`src/shared/uart_cfg_pkg.sv`:
```
// Shared constants and types for the serial port FIFO and framing control
package uart_cfg_pkg;

  // ==========================================================
  // Bus and register map (word indices, byte address = 4 x index)
  localparam int HADDR_W = 8;
  localparam int HDATA_W = 32;
  localparam int IDX_W = HADDR_W - 2;
  localparam logic [2:0] SIZE_WORD = 3'h2;
  localparam logic [IDX_W-1:0] IDX_DATA = 6'h00;
  localparam logic [IDX_W-1:0] IDX_DIV_HI = 6'h01;
  localparam logic [IDX_W-1:0] IDX_FIFO = 6'h02;
  localparam logic [IDX_W-1:0] IDX_FRAME = 6'h03;
  localparam logic [IDX_W-1:0] IDX_MODE = 6'h08;
  localparam logic [IDX_W-1:0] IDX_RX_COUNT = 6'h09;
  localparam logic [IDX_W-1:0] IDX_TX_COUNT = 6'h0A;

  // ==========================================================
  // Field positions
  localparam int FC_EN = 0;
  localparam int FC_RXCLR = 1;
  localparam int FC_TXCLR = 2;
  localparam int FC_TXLVL = 4;
  localparam int FC_RXLVL = 6;
  localparam int FR_LEN = 0;
  localparam int FR_STOP = 2;
  localparam int FR_PEN = 3;
  localparam int FR_EPS = 4;
  localparam int FR_STICK = 5;
  localparam int FR_BRK = 6;
  localparam int FR_DLAB = 7;
  localparam int MODE_ENH = 0;
  localparam int MODE_FIFO_ON = 1;

  // ==========================================================
  // Reset values and codes
  localparam logic [7:0] FRAME_RST = 8'h00;
  localparam logic [1:0] LVL_RST = 2'h0;
  localparam logic [7:0] DIV_LO_RST = 8'h10;
  localparam logic [7:0] DIV_HI_RST = 8'h00;
  localparam logic [15:0] DIV_MIN = 16'h0002;
  localparam logic [7:0] IIR_NONE = 8'hC1;
  localparam logic [7:0] IIR_RX_DATA = 8'hC4;
  localparam logic [1:0] LEN5 = 2'h0;
  localparam logic [2:0] DATA_MIN_LAST = 3'h4;
  localparam logic [2:0] STOP_HALF_ONE = 3'h2;
  localparam logic [2:0] STOP_HALF_ONE_HALF = 3'h3;
  localparam logic [2:0] STOP_HALF_TWO = 3'h4;

  // ==========================================================
  // Queue thresholds
  localparam logic [7:0] RX_STD_0 = 8'h01;
  localparam logic [7:0] RX_STD_1 = 8'h04;
  localparam logic [7:0] RX_STD_2 = 8'h08;
  localparam logic [7:0] RX_STD_3 = 8'h0E;
  localparam logic [7:0] RX_ENH_0 = 8'h0F;
  localparam logic [7:0] RX_ENH_1 = 8'h1F;
  localparam logic [7:0] RX_ENH_2 = 8'h3F;
  localparam logic [7:0] RX_ENH_3 = 8'h6F;
  localparam logic [7:0] TX_ENH_0 = 8'h10;
  localparam logic [7:0] TX_ENH_1 = 8'h20;
  localparam logic [7:0] TX_ENH_3 = 8'h70;
  localparam logic [7:0] TX_STD_LVL = 8'h00;
  localparam int Q_RX = 0;
  localparam int Q_TX = 1;

  // ==========================================================
  // Types
  typedef enum logic [3:0] {
    SEL_NONE, SEL_DATA, SEL_DLL, SEL_DLM, SEL_FIFO, SEL_FRAME,
    SEL_MODE, SEL_RXCNT, SEL_TXCNT
  } reg_sel_e;
  typedef enum logic [2:0] {
    TX_IDLE, TX_LOAD, TX_START, TX_DATA, TX_PAR, TX_STOP
  } tx_state_e;
  typedef enum logic [2:0] {
    RX_IDLE, RX_START, RX_DATA, RX_PAR, RX_STOP
  } rx_state_e;

endpackage : uart_cfg_pkg

```
`src/logic/uart_fifo_frame_ctrl.sv`:
```
// Serial port queue configuration, character framing and line engine
// ==========================================================
// Function
// - FIFO config bit 0 turns queue mode off or on; reset off.
// - Writing 1 to FIFO config bit 1 empties receive queue; self-clearing.
// - Writing 1 to FIFO config bit 2 empties transmit queue; self-clearing.
// - Enhanced transmit threshold by bits 5:4: 16, 32, middle level, 112.
// - Receive threshold by bits 7:6: 1/4/8/14, enhanced 15/31/63/111.
// - FIFO config sits at offset 02h and is write-only.
// - Reads at offset 02h return the interrupt identification value.
// - Framing register at offset 03h is readable and writable.
// - Framing bits 1:0 give five to eight data bits.
// - Framing bit 6 holds the serial output at space for a break.
// - Framing bit 7 steers low offsets to the divisor latch.
// - Data read pops the oldest received character; empty reads return 00h.
//
// Design decision made here: the AHB-Lite interface to the registers.
`timescale 1ns/1ps
`default_nettype none
module uart_fifo_frame_ctrl #(
  parameter int DEPTH = 128,
  parameter int AW = 7,
  parameter logic [7:0] TX_ENH_LVL_2 = 8'h40
) (
  input wire logic clk,
  input wire logic rst_n,
  input wire logic ce,
  input wire logic hsel,
  input wire logic [uart_cfg_pkg::HADDR_W-1:0] haddr,
  input wire logic [1:0] htrans,
  input wire logic hwrite,
  input wire logic [2:0] hsize,
  input wire logic hready,
  input wire logic [uart_cfg_pkg::HDATA_W-1:0] hwdata,
  output logic [uart_cfg_pkg::HDATA_W-1:0] hrdata,
  output logic hreadyout,
  output logic hresp,
  input wire logic rxd,
  output logic txd,
  output logic rx_trigger,
  output logic tx_trigger
);
  import uart_cfg_pkg::*;

  function automatic reg_sel_e decode_sel(input logic [IDX_W-1:0] idx,
                                          input logic dlab);
    case (idx)
      IDX_DATA: decode_sel = dlab ? SEL_DLL : SEL_DATA;
      IDX_DIV_HI: decode_sel = dlab ? SEL_DLM : SEL_NONE;
      IDX_FIFO: decode_sel = SEL_FIFO;
      IDX_FRAME: decode_sel = SEL_FRAME;
      IDX_MODE: decode_sel = SEL_MODE;
      IDX_RX_COUNT: decode_sel = SEL_RXCNT;
      IDX_TX_COUNT: decode_sel = SEL_TXCNT;
      default: decode_sel = SEL_NONE;
    endcase
  endfunction : decode_sel

  function automatic logic [7:0] pick_lvl(input logic [1:0] code,
    input logic [7:0] l0, input logic [7:0] l1,
    input logic [7:0] l2, input logic [7:0] l3);
    case (code)
      2'h0: pick_lvl = l0;
      2'h1: pick_lvl = l1;
      2'h2: pick_lvl = l2;
      default: pick_lvl = l3;
    endcase
  endfunction : pick_lvl

  localparam logic [AW:0] CAP_FULL = (AW+1)'(DEPTH);
  localparam logic [AW:0] CAP_ONE = (AW+1)'(1);

  logic dp_valid_reg, dp_write_reg, rd_ready_reg;
  logic [IDX_W-1:0] dp_idx_reg;
  logic [7:0] hrdata_reg, frame_reg, div_lo_reg, div_hi_reg;
  logic fifo_en_reg, enh_reg, rx_trig_reg, tx_trig_reg;
  logic [1:0] tx_lvl_reg, rx_lvl_reg;
  logic rxd_s1_reg, rxd_s2_reg, txd_reg, tx_par_reg;
  tx_state_e tx_state;
  rx_state_e rx_state;
  logic [15:0] tx_tmr_reg, rx_tmr_reg;
  logic [7:0] tx_sh_reg, rx_sh_reg;
  logic [2:0] tx_n_reg, rx_n_reg, tx_half_reg;
  wire [1:0] push, pop, flush, full, empty;
  wire [AW:0] count [2];
  wire [7:0] qin [2];
  wire [7:0] qout [2];

  // ==========================================================
  // Bus slave: writes finish in one cycle, reads take one wait state
  wire rd_wait = dp_valid_reg & ~dp_write_reg & ~rd_ready_reg;
  wire rd_fire = ce & rd_wait;
  wire wr_fire = ce & hready & dp_valid_reg & dp_write_reg;
  wire [7:0] wbyte = hwdata[7:0];
  reg_sel_e sel;
  assign sel = decode_sel(dp_idx_reg, frame_reg[FR_DLAB]);
  wire wr_fifo = wr_fire & (sel == SEL_FIFO);
  // Changing mode empties both queues, since capacity changes with it
  wire en_change = wr_fifo & (wbyte[FC_EN] != fifo_en_reg);

  assign hreadyout = ce & ~rd_wait;
  assign hresp = 1'b0;
  assign hrdata = {24'h000000, hrdata_reg};

  wire [7:0] rx_head = empty[Q_RX] ? 8'h00 : qout[Q_RX];
  wire [7:0] iir_val = rx_trig_reg ? IIR_RX_DATA : IIR_NONE;
  wire [7:0] mode_rd = (8'(fifo_en_reg) << MODE_FIFO_ON) |
                       (8'(enh_reg) << MODE_ENH);
  wire [7:0] rd_byte =
    (sel == SEL_DATA) ? rx_head :
    (sel == SEL_DLL) ? div_lo_reg :
    (sel == SEL_DLM) ? div_hi_reg :
    (sel == SEL_FIFO) ? iir_val :
    (sel == SEL_FRAME) ? frame_reg :
    (sel == SEL_MODE) ? mode_rd :
    (sel == SEL_RXCNT) ? 8'(count[Q_RX]) :
    (sel == SEL_TXCNT) ? 8'(count[Q_TX]) : 8'h00;

  always_ff @(posedge clk) begin
    if (!rst_n) begin
      dp_valid_reg <= 1'b0;
      dp_write_reg <= 1'b0;
      dp_idx_reg <= '0;
      rd_ready_reg <= 1'b0;
      hrdata_reg <= 8'h00;
    end else if (ce) begin
      if (hready) begin
        dp_valid_reg <= hsel & htrans[1] & (hsize == SIZE_WORD);
        dp_write_reg <= hwrite;
        dp_idx_reg <= haddr[HADDR_W-1:2];
        rd_ready_reg <= 1'b0;
      end else if (rd_wait) begin
        rd_ready_reg <= 1'b1;
        hrdata_reg <= rd_byte;
      end
    end
  end

  // ==========================================================
  // Configuration registers
  wire [7:0] rx_thr = enh_reg ?
    pick_lvl(rx_lvl_reg, RX_ENH_0, RX_ENH_1, RX_ENH_2, RX_ENH_3) :
    pick_lvl(rx_lvl_reg, RX_STD_0, RX_STD_1, RX_STD_2, RX_STD_3);
  wire [7:0] tx_thr = enh_reg ?
    pick_lvl(tx_lvl_reg, TX_ENH_0, TX_ENH_1, TX_ENH_LVL_2, TX_ENH_3) :
    TX_STD_LVL;
  assign rx_trigger = rx_trig_reg;
  assign tx_trigger = tx_trig_reg;

  always_ff @(posedge clk) begin
    if (!rst_n) begin
      frame_reg <= FRAME_RST;
      fifo_en_reg <= 1'b0;
      tx_lvl_reg <= LVL_RST;
      rx_lvl_reg <= LVL_RST;
      enh_reg <= 1'b0;
      div_lo_reg <= DIV_LO_RST;
      div_hi_reg <= DIV_HI_RST;
      rx_trig_reg <= 1'b0;
      tx_trig_reg <= 1'b0;
    end else if (ce) begin
      rx_trig_reg <= count[Q_RX] >= (AW+1)'(rx_thr);
      tx_trig_reg <= count[Q_TX] <= (AW+1)'(tx_thr);
      if (wr_fire) begin
        case (sel)
          SEL_FIFO: begin
            fifo_en_reg <= wbyte[FC_EN];
            tx_lvl_reg <= wbyte[FC_TXLVL +: 2];
            rx_lvl_reg <= wbyte[FC_RXLVL +: 2];
          end
          SEL_FRAME: frame_reg <= wbyte;
          SEL_DLL: div_lo_reg <= wbyte;
          SEL_DLM: div_hi_reg <= wbyte;
          SEL_MODE: enh_reg <= wbyte[MODE_ENH];
          default: ;
        endcase
      end
    end
  end

  // ==========================================================
  // Receive and transmit queues
  wire [AW:0] cap = fifo_en_reg ? CAP_FULL : CAP_ONE;
  assign push[Q_TX] = wr_fire & (sel == SEL_DATA);
  assign qin[Q_TX] = wbyte;
  assign pop[Q_RX] = rd_fire & (sel == SEL_DATA);
  assign flush[Q_RX] = wr_fifo & (wbyte[FC_RXCLR] | en_change);
  assign flush[Q_TX] = wr_fifo & (wbyte[FC_TXCLR] | en_change);

  // Pointers wrap naturally, so DEPTH must be 2**AW
  for (genvar g = 0; g < 2; g++) begin : queue
    logic [AW-1:0] wp_reg, rp_reg;
    logic [AW:0] cnt_reg;
    wire do_push = push[g] & ~full[g];
    wire do_pop = pop[g] & ~empty[g];
    assign full[g] = (cnt_reg >= cap);
    assign empty[g] = (cnt_reg == '0);
    assign count[g] = cnt_reg;
    always_ff @(posedge clk) begin
      if (!rst_n) begin
        wp_reg <= '0;
        rp_reg <= '0;
        cnt_reg <= '0;
      end else if (ce) begin
        if (flush[g]) begin
          wp_reg <= '0;
          rp_reg <= '0;
          cnt_reg <= '0;
        end else begin
          if (do_push) wp_reg <= wp_reg + 1'b1;
          if (do_pop) rp_reg <= rp_reg + 1'b1;
          cnt_reg <= cnt_reg + (AW+1)'(do_push) - (AW+1)'(do_pop);
        end
      end
    end
    fifo_mem #(.W(8), .DEPTH(DEPTH), .AW(AW)) mem_i (
      .clk(clk), .rst_n(rst_n), .ce(ce),
      .we(do_push & ~flush[g]), .waddr(wp_reg), .wdata(qin[g]),
      .raddr(rp_reg), .rdata(qout[g])
    );
  end

  // ==========================================================
  // Framing decode and bit timing
  wire [15:0] divisor = {div_hi_reg, div_lo_reg};
  wire [15:0] bit_t = (divisor < DIV_MIN) ? DIV_MIN : divisor;
  wire [15:0] bit_last = bit_t - 16'h0001;
  wire [15:0] half_last = (bit_t >> 1) - 16'h0001;
  wire [1:0] len_code = frame_reg[FR_LEN +: 2];
  wire [2:0] last_bit = 3'(len_code) + DATA_MIN_LAST;
  wire [7:0] len_mask = 8'hFF >> (2'h3 - len_code);
  wire pen = frame_reg[FR_PEN];
  wire eps = frame_reg[FR_EPS];
  wire stick = frame_reg[FR_STICK];
  wire brk = frame_reg[FR_BRK];
  wire [2:0] stop_halves = !frame_reg[FR_STOP] ? STOP_HALF_ONE :
    ((len_code == LEN5) ? STOP_HALF_ONE_HALF : STOP_HALF_TWO);
  wire [7:0] tx_bits = qout[Q_TX] & len_mask;
  wire par_calc = stick ? ~eps : (eps ? ^tx_bits : ~^tx_bits);

  // ==========================================================
  // Transmitter
  wire tx_zero = (tx_tmr_reg == 16'h0000);
  wire tx_line = (tx_state == TX_START) ? 1'b0 :
                 (tx_state == TX_DATA) ? tx_sh_reg[0] :
                 (tx_state == TX_PAR) ? tx_par_reg : 1'b1;
  assign pop[Q_TX] = (tx_state == TX_LOAD);
  assign txd = txd_reg;

  // A break only masks the line; the character underneath still runs
  always_ff @(posedge clk) begin
    if (!rst_n) begin
      tx_state <= TX_IDLE;
      tx_tmr_reg <= 16'h0000;
      tx_sh_reg <= 8'h00;
      tx_n_reg <= 3'h0;
      tx_half_reg <= 3'h0;
      tx_par_reg <= 1'b0;
      txd_reg <= 1'b1;
    end else if (ce) begin
      txd_reg <= ~brk & tx_line;
      if (!tx_zero) tx_tmr_reg <= tx_tmr_reg - 16'h0001;
      case (tx_state)
        TX_IDLE: if (!empty[Q_TX]) tx_state <= TX_LOAD;
        TX_LOAD: begin
          tx_sh_reg <= qout[Q_TX];
          tx_par_reg <= par_calc;
          tx_tmr_reg <= bit_last;
          tx_state <= TX_START;
        end
        TX_START: if (tx_zero) begin
          tx_tmr_reg <= bit_last;
          tx_n_reg <= last_bit;
          tx_state <= TX_DATA;
        end
        TX_DATA: if (tx_zero) begin
          tx_sh_reg <= tx_sh_reg >> 1;
          tx_tmr_reg <= bit_last;
          if (tx_n_reg != 3'h0) begin
            tx_n_reg <= tx_n_reg - 3'h1;
          end else if (pen) begin
            tx_state <= TX_PAR;
          end else begin
            tx_tmr_reg <= half_last;
            tx_half_reg <= stop_halves;
            tx_state <= TX_STOP;
          end
        end
        TX_PAR: if (tx_zero) begin
          tx_tmr_reg <= half_last;
          tx_half_reg <= stop_halves;
          tx_state <= TX_STOP;
        end
        TX_STOP: if (tx_zero) begin
          tx_tmr_reg <= half_last;
          tx_half_reg <= tx_half_reg - 3'h1;
          if (tx_half_reg == 3'h1) tx_state <= TX_IDLE;
        end
        default: tx_state <= TX_IDLE;
      endcase
    end
  end

  // ==========================================================
  // Receiver: start bit checked at mid-bit, then one sample per data and stop bit; parity is not sampled
  wire rx_zero = (rx_tmr_reg == 16'h0000);
  assign push[Q_RX] = (rx_state == RX_STOP) & rx_zero & rxd_s2_reg;
  assign qin[Q_RX] = rx_sh_reg >> (2'h3 - len_code);

  always_ff @(posedge clk) begin
    if (!rst_n) begin
      rxd_s1_reg <= 1'b1;
      rxd_s2_reg <= 1'b1;
      rx_state <= RX_IDLE;
      rx_tmr_reg <= 16'h0000;
      rx_sh_reg <= 8'h00;
      rx_n_reg <= 3'h0;
    end else if (ce) begin
      rxd_s1_reg <= rxd;
      rxd_s2_reg <= rxd_s1_reg;
      if (!rx_zero) rx_tmr_reg <= rx_tmr_reg - 16'h0001;
      case (rx_state)
        RX_IDLE: if (!rxd_s2_reg) begin
          rx_tmr_reg <= half_last;
          rx_state <= RX_START;
        end
        RX_START: if (rx_zero) begin
          rx_tmr_reg <= bit_last;
          rx_n_reg <= last_bit;
          rx_state <= rxd_s2_reg ? RX_IDLE : RX_DATA;
        end
        RX_DATA: if (rx_zero) begin
          rx_sh_reg <= {rxd_s2_reg, rx_sh_reg[7:1]};
          rx_tmr_reg <= bit_last;
          if (rx_n_reg != 3'h0) rx_n_reg <= rx_n_reg - 3'h1;
          else rx_state <= pen ? RX_PAR : RX_STOP;
        end
        RX_PAR: if (rx_zero) begin
          rx_tmr_reg <= bit_last;
          rx_state <= RX_STOP;
        end
        RX_STOP: if (rx_zero) rx_state <= RX_IDLE;
        default: rx_state <= RX_IDLE;
      endcase
    end
  end
endmodule : uart_fifo_frame_ctrl
`default_nettype wire

```
`src/logic/fifo_mem.sv`:
```
// Queue storage with a registered read port
`timescale 1ns/1ps
`default_nettype none
module fifo_mem #(
  parameter int W = 8,
  parameter int DEPTH = 128,
  parameter int AW = 7
) (
  input wire logic clk,
  input wire logic rst_n,
  input wire logic ce,
  input wire logic we,
  input wire logic [AW-1:0] waddr,
  input wire logic [W-1:0] wdata,
  input wire logic [AW-1:0] raddr,
  output logic [W-1:0] rdata
);
  logic [W-1:0] mem [DEPTH];

  // Storage itself is not reset; only the read register is
  always_ff @(posedge clk) begin
    if (ce && we) begin
      mem[waddr] <= wdata;
    end
  end

  always_ff @(posedge clk) begin
    if (!rst_n) begin
      rdata <= '0;
    end else if (ce) begin
      rdata <= mem[raddr];
    end
  end
endmodule : fifo_mem
`default_nettype wire

```
`config.mk`:
```
export PLATFORM = sky130hd
export DESIGN_NAME = uart_fifo_frame_ctrl
export DESIGN_NICKNAME = d
export VERILOG_FILES = /design/src/shared/uart_cfg_pkg.sv /design/src/logic/uart_fifo_frame_ctrl.sv /design/src/logic/fifo_mem.sv
export SDC_FILE = /design/constraint.sdc
export NUM_CORES = 2
export LEC_CHECK = 0
export ABC_CLOCK_PERIOD_IN_PS = 7300
export BUFFER_PORTS_ARGS = -buffer_cell sky130_fd_sc_hd__buf_2
export CAP_MARGIN = 20
export CORE_AREA = 2 2 607 609
export CTS_BUF_LIST = sky130_fd_sc_hd__clkbuf_8 sky130_fd_sc_hd__clkbuf_16
export CTS_CLUSTER_DIAMETER = 200
export DETAILED_ROUTE_END_ITERATION = 10
export DIE_AREA = 0 0 609 611
export GPL_ROUTABILITY_DRIVEN = 0
export PLACE_DENSITY_LB_ADDON = 0.1
export SLEW_MARGIN = 30
export SYNTH_ARGS = -nofsm -noshare
export SYNTH_HDL_FRONTEND = slang
export SYNTH_SLANG_ARGS = --single-unit
```
`constraint.sdc`:
```
create_clock -name clk -period 7.3 [get_ports clk]
set_input_delay 0.73 -clock clk [delete_from_list [all_inputs] [get_ports clk]]
set_output_delay 0.73 -clock clk [all_outputs]
set_load 0.02 [all_outputs]
```
# --- Yosys cells after proc, flatten, opt, wreduce, memory -nomap -nowiden ---
# Memories as Yosys holds them, arrays and structs flattened. A register that Yosys moved wholly into a read port is not among the register bits.
# Index checks and enable logic that the tools add are counted.
totals:
  regBits: 160
  ramBits: 2048
  inputBits: 52
  out_inout_bits: 37
  wordCells: 282
  mem_count: 2
classes:
  n_addsub: 17
  n_lt_le_gt_ge: 5
  n_eq_ne: 46
  n_shift: 2
  n_mux: 88
  bitwise: 40
  reduce_logical: 49
mem_list:
  columns: ["memory", "words", "word_bits", "read_ports", "rd_ports_with_merged_regs", "wr", "line_no", "source"]
  rows:
  - ["queue[0].mem_i.mem", 128, 8, 1, 1, 1, "fifo_mem.sv:18", "logic [W-1:0] mem [DEPTH];"]
  - ["queue[1].mem_i.mem", 128, 8, 1, 1, 1, "fifo_mem.sv:18", null]
op_table:
  columns: ["operator", "n"]
  rows:
  - ["16-bit two-way mux", 10]
  - ["8-bit two-way mux", 15]
  - ["3-bit two-way mux", 28]
  - ["16-bit one-hot mux with 4 select lines", 1]
  - ["7-bit two-way mux", 8]
  - ["16-bit by 1-bit subtractor with 16-bit output, second input constant", 3]
  - ["7-bit one-hot mux with 3 select lines", 2]
  - ["16-bit zero test", 2]
  - ["16-bit one-hot mux with 2 select lines", 1]
  - ["2-bit != test, second input constant", 15]
  - ["7-bit by 1-bit adder with 7-bit output, second input constant", 4]
  - ["4-bit one-hot mux with 7 select lines", 1]
  - ["1-bit bitwise AND", 24]
  - ["8-bit greater-or-equal comparator", 3]
  - ["3-bit AND reduction", 8]
  - ["6-bit by 4-bit == test with 1-bit output, second input constant", 3]
  - ["3-bit one-hot mux with 6 select lines", 1]
  - ["8-bit by 1-bit adder with 8-bit output", 2]
  - ["4-bit by 3-bit == test with 1-bit output, second input constant", 4]
  - ["8-bit zero test", 2]
  - ["16-bit by 2-bit < comparator with 1-bit output, second input constant", 1]
  - ["8-bit one-hot mux with 2 select lines", 1]
  - ["2-bit nonzero test", 8]
  - ["15-bit by 1-bit subtractor with 16-bit output, second input constant", 1]
  - ["43 further kinds", 99]

# --- Logic depth before layout (Yosys ltp) ---
logic_depth:
  depth_word: 12
  mapped_depth: 17
  mapped_depth_nobuf: 17

# --- By module ---
# A second synthesis with hierarchy kept.
hier_totals:
  hier_cells: 4975
  area_unflattened_um2: 90782.1
modules_own_cells:
  columns: ["mod", "instances", "cells_per_inst", "area_each_um2", "seq_area_each_um2"]
  rows:
  - ["fifo_mem", 2, 1820, 40096.0, 30909.6]
  - ["uart_fifo_frame_ctrl", 1, 1335, 10590.2, 3203.1]

# --- Worst setup path before layout ---
# Ideal clock, no wire load.
synth_path:
  kind: "register to register"
  startpoint: "reg frame_reg[1]"
  endpoint: "mem queue[0].mem_i.mem[0][5] (data pin)"
  t_arrival_ns: 5.918
  required_ns: 6.103
  setup_slack_ns: 0.185
  path_stages_with_launch: 5
  path_buffers: 2
  period_less_slack_ns: 7.115
  path_cell_list: "dfxtp_1 > clkbuf_1 > clkbuf_1 > nand2_1 > o21ai_0"
synth_lines:
  columns: ["item", "line_no", "source"]
  rows:
  - ["from (decl)", "uart_fifo_frame_ctrl.sv:75", "logic [7:0] hrdata_reg, frame_reg, div_lo_reg, div_hi_reg;"]
  - ["from (signal assigned)", "uart_fifo_frame_ctrl.sv:171", "SEL_FRAME: frame_reg <= wbyte;"]
  - ["to (decl)", "fifo_mem.sv:18", null]

# --- Worst setup path in the final report ---
layout_path:
  startpoint: "reg rx_tmr_reg[6]"
  endpoint: "mem queue[0].mem_i.mem[56][2], enable pin"
layout_between:
  elab_chain_len: 8
layout_rtl:
  columns: ["item", "line_no", "source"]
  rows:
  - ["from (decl)", "uart_fifo_frame_ctrl.sv:81", "logic [15:0] tx_tmr_reg, rx_tmr_reg;"]
  - ["from (signal assigned)", "uart_fifo_frame_ctrl.sv:321", "if (!rx_zero) rx_tmr_reg <= rx_tmr_reg - 16'h0001;"]
  - ["from (signal assigned)", "uart_fifo_frame_ctrl.sv:324", "rx_tmr_reg <= half_last;"]
  - ["from (signal assigned)", "uart_fifo_frame_ctrl.sv:328", "rx_tmr_reg <= bit_last;"]
  - ["16-bit zero test", "uart_fifo_frame_ctrl.sv:306", "wire rx_zero = (rx_tmr_reg == 16'h0000);"]
  - ["1-bit bitwise AND (2 in a row)", "uart_fifo_frame_ctrl.sv:307", "assign push[Q_RX] = (rx_state == RX_STOP) & rx_zero & rxd_s2_reg;"]
  - ["1-bit bitwise AND", "uart_fifo_frame_ctrl.sv:194", "wire do_push = push[g] & ~full[g];"]
  - ["1-bit bitwise AND", "uart_fifo_frame_ctrl.sv:218", ".we(do_push & ~flush[g]), .waddr(wp_reg), .wdata(qin[g]),"]
  - ["1-bit logical AND", "fifo_mem.sv:22", "if (ce && we) begin"]
  - ["1-bit two-way mux", "fifo_mem.sv:22", null]
  - ["1-bit two-way mux (not written as such)", "fifo_mem.sv:23", "mem[waddr] <= wdata;"]
# No other way between the ends.

==> qor.yml <==
synthesis:
  ys_types: 84
  synth_cells: 5237
  yosys_most_used_dff: "edfxtp_1"
  avgSynthCellArea_sq_um: 17.4
  yosysWarnings: 0
  seq_area_frac_synth_pct: 71.5
  ys_seq_elements: 2224
  syn_area_sq_um: 91000
  synthArstFlopShare_pct: 0
  synth_enable_flop_cells: 2048
worst_setup_path:
  critPathBufInv: 0
  path_max_fanout: 8
  criticalPathCategory: "reg2reg"
  crit_path_end_kind: "flop"
  cp-start-kind: "flop"
  regToRegStartpoint: "rx_tmr_reg[6]$_SDFFE_PN0P_"
  slowest_delay_ns: 0.98
  required_ns: 7.80
  crit_start: "rx_tmr_reg[6]$_SDFFE_PN0P_"
  path_cells: "or4_4, or2_2, nor3_2, nand4_1, nor3_1, nand3_1, nor2_1"
  crit_arrival_ns: 5.69
  critPathTopFamily: "simple AND/OR/NAND/NOR gates"
  critPathSlowestCell: "nor3_1"
sta:
  rsz0062_at_grt: "no"
  setup_slack_ns: 2.11
  tightest_slew_ns: 1.03
  fin_skew_ns: 0.0803
  setup_viol: 0
  setup_tns_ns: 0
  finalHoldViolCount: 0
  fmax_mhz: 193
  slew_headroom_pct: 31.1
  timing.final.crit_period_ns: 5.19
  final.period_utilization_pct: 71.1
  slew_viol_final: 0
cts:
  clock_path_buffers: 4
  post_cts_buffers: 0
  cts_root_buf: "clkbuf_16"
  cts_hold_buf: 0
  cts_tree: "done"
  cts_buffers: 270
  clk_pin_slew_ns: 0.06
  clock_sinks: 2224
  htree_levels: 5
  clk_latency_ns: 0.90
  cts_resized: 0
power_and_ir_drop:
  p_int_mw: 22.6
  powerDensity_nw_per_um2: 279
  ir_drop_mv: 0.162
  p_leak_nw: 31.1
  p_clk_share_pct: 45.0
  switchingPower_mw: 6.86
  power_frac_comb_pct: 7.4
  p_total_mw: 29.5
  sw_frac_of_total_pct: 23.3
  power_frac_seq_pct: 47.6
routing:
  first_pass_iters: 5
  ant_nets: 0
  vias: 48000
  wire_per_inst_microns: 27.0
  post-route-drc-count: 0
  viasPerCell: 4.63
  drt_iter0_markers: 3620
  drt_wl_total_microns: 280000
outcome:
  outcome: "finished clean"
final_layout:
  largest_register_ffs: 2048
  area_growth_pct: 16.2
  final_nets: 5455
  final_cell_mix: "2048 x edfxtp_1, 442 x mux4_2, 388 x nor2_1"
  nFillCells: 36200
  final_common_cell: "edfxtp_1"
  drive_gt1_share_pct: 18.9
  top_register: "queue.mem_i.mem"
floorplanning:
  dieArea_sq_um: 372000
  io_pins: 89
  initial_core_util_pct: 24.9
  fp-row-count: 222
  design.core.area_sq_um: 365000
  dieHeight_microns: 611
  die_x_microns: 609
place:
  pre_cts_ws_ns: 1.91
  io_buffer_count: 36
  place_hpwl_microns: 172000
worst_hold_path:
  hold_class: "in2reg"
  hp-start: "rxd"
global_routing:
  grt_pass1_vias: 49500
  grt_max_degree: 90
  antenna_found_initial: 5
  grt_pass1_wl_microns: 395000
  grt_overflow: 0
  grt.total_usage_pct: 14.7
job:
  maxCapViolations: 0
[cells in the mapped netlist, types with 20 or more instances]
cell type	n	area (sq um)
edfxtp_1	2048	61500
nand4_1	23	144
a21boi_0	39	293
inv_1	65	244
buf_1	39	146
a211oi_1	30	225
mux4_2	443	9980
buf_2	54	270
o221ai_1	31	272
ha_1	60	751
a221oi_1	40	350
a22oi_1	27	203
mux2i_1	333	3330
xor2_1	27	236
a21oi_1	142	711
o31ai_1	20	150
clkbuf_1	206	773
nor2_1	401	1510
nor2b_1	64	400
nand2_1	222	833
dfxtp_1	176	3520
xnor2_1	33	289
nand3_1	85	425
buf_4	40	300
o21ai_0	136	681
o211ai_1	34	255
o2111ai_1	20	175
nor3_1	83	415
a221o_1	36	360
o22ai_1	28	175
[cell families (layout without fill, tap and decap cells)]
| group | after synthesis | count (layout) | share of synthesized area, % |
|---|---|---|---|
| AOI/OAI and AO/OA | 696 | 696 | 5.30 |
| xor gates and xnor gates | 60 | 60 | 0.577 |
| adders and majority gates | 62 | 62 | 0.869 |
| buffers and inverters | 412 | 701 | 1.97 |
| DFF | 2224 | 2224 | 71.5 |
| muxes | 788 | 788 | 14.8 |
| other | 1 | 31 | 0.00412 |
| and+or+nand+nor | 994 | 994 | 5.06 |
[worst paths after layout]
path                                         end  slack [ns]  depth (start not counted)
max          queue[0].mem_i.mem[56][2]$_DFFE_PP_        2.11                          7
min                      rxd_s1_reg$_SDFFE_PN1P_        0.09                          3
max reg2reg  queue[0].mem_i.mem[56][2]$_DFFE_PP_        2.11                          7
min reg2reg             rx_n_reg[2]$_SDFFE_PN0P_        0.46                          2
[cell type report]
| class | instances | area (sq um) | area share (%) |
|---|---|---|---|
| diodes | 6 | 15.0 | 0.0142 |
| multi-input cells | 2625 | 24500 | 23.1 |
| repair buffers | 150 | 1240 | 1.18 |
| clock inverters | 190 | 1470 | 1.39 |
| clock buffers | 291 | 7200 | 6.81 |
| well taps | 4816 | 6030 | 5.70 |
| inverters | 70 | 265 | 0.251 |
| flip-flops and latches | 2224 | 65000 | 61.5 |
[per-stage QoR]
step                      util, %  cell area [sq um]  hold slack, ns  instances
after detailed placement     26.6              97000           0.458       9883
after CTS                    28.9             106000         0.00959      10400
after global placement       26.6              96900           0.454       9882
after floorplan                 -              91100           0.434       5261
after global routing         29.0             106000          0.0390      10400
final                        29.0             106000          0.0897      10400
[worst register-to-register path, cell delays in order, from the launching register on]
cell and delay, ns:
dfxtp_1 0.36, or4_4 0.56, or2_2 0.36, nor3_2 0.49, nand4_1 0.62, nor3_1 0.99
nand3_1 0.57, nor2_1 0.87
[power groups by stage]
stage          Clock [mW]  Combinational, mW  Sequential [mW]
4_1_cts              13.7               2.24             14.1
3_5_place_dp            0               2.23             14.3
2_1_floorplan           0               1.55             14.2
3_3_place_gp            0               2.24             14.3
6_report             13.3               2.18             14.1
5_1_grt              14.2               2.42             14.1
[per-layer routing]
layer  routed length (microns)  track usage [%]  part of all wire (%)  vias up
li1                          -                -                     -    21300
met2                    138000             25.2                    49      925
met5                         0                0                     0        -
met1                    126000             20.0                    45    25500
met3                      9420             1.81                   3.4      325
met4                      5690             3.21                   2.0        0
Power figures use the tool's default switching activity.
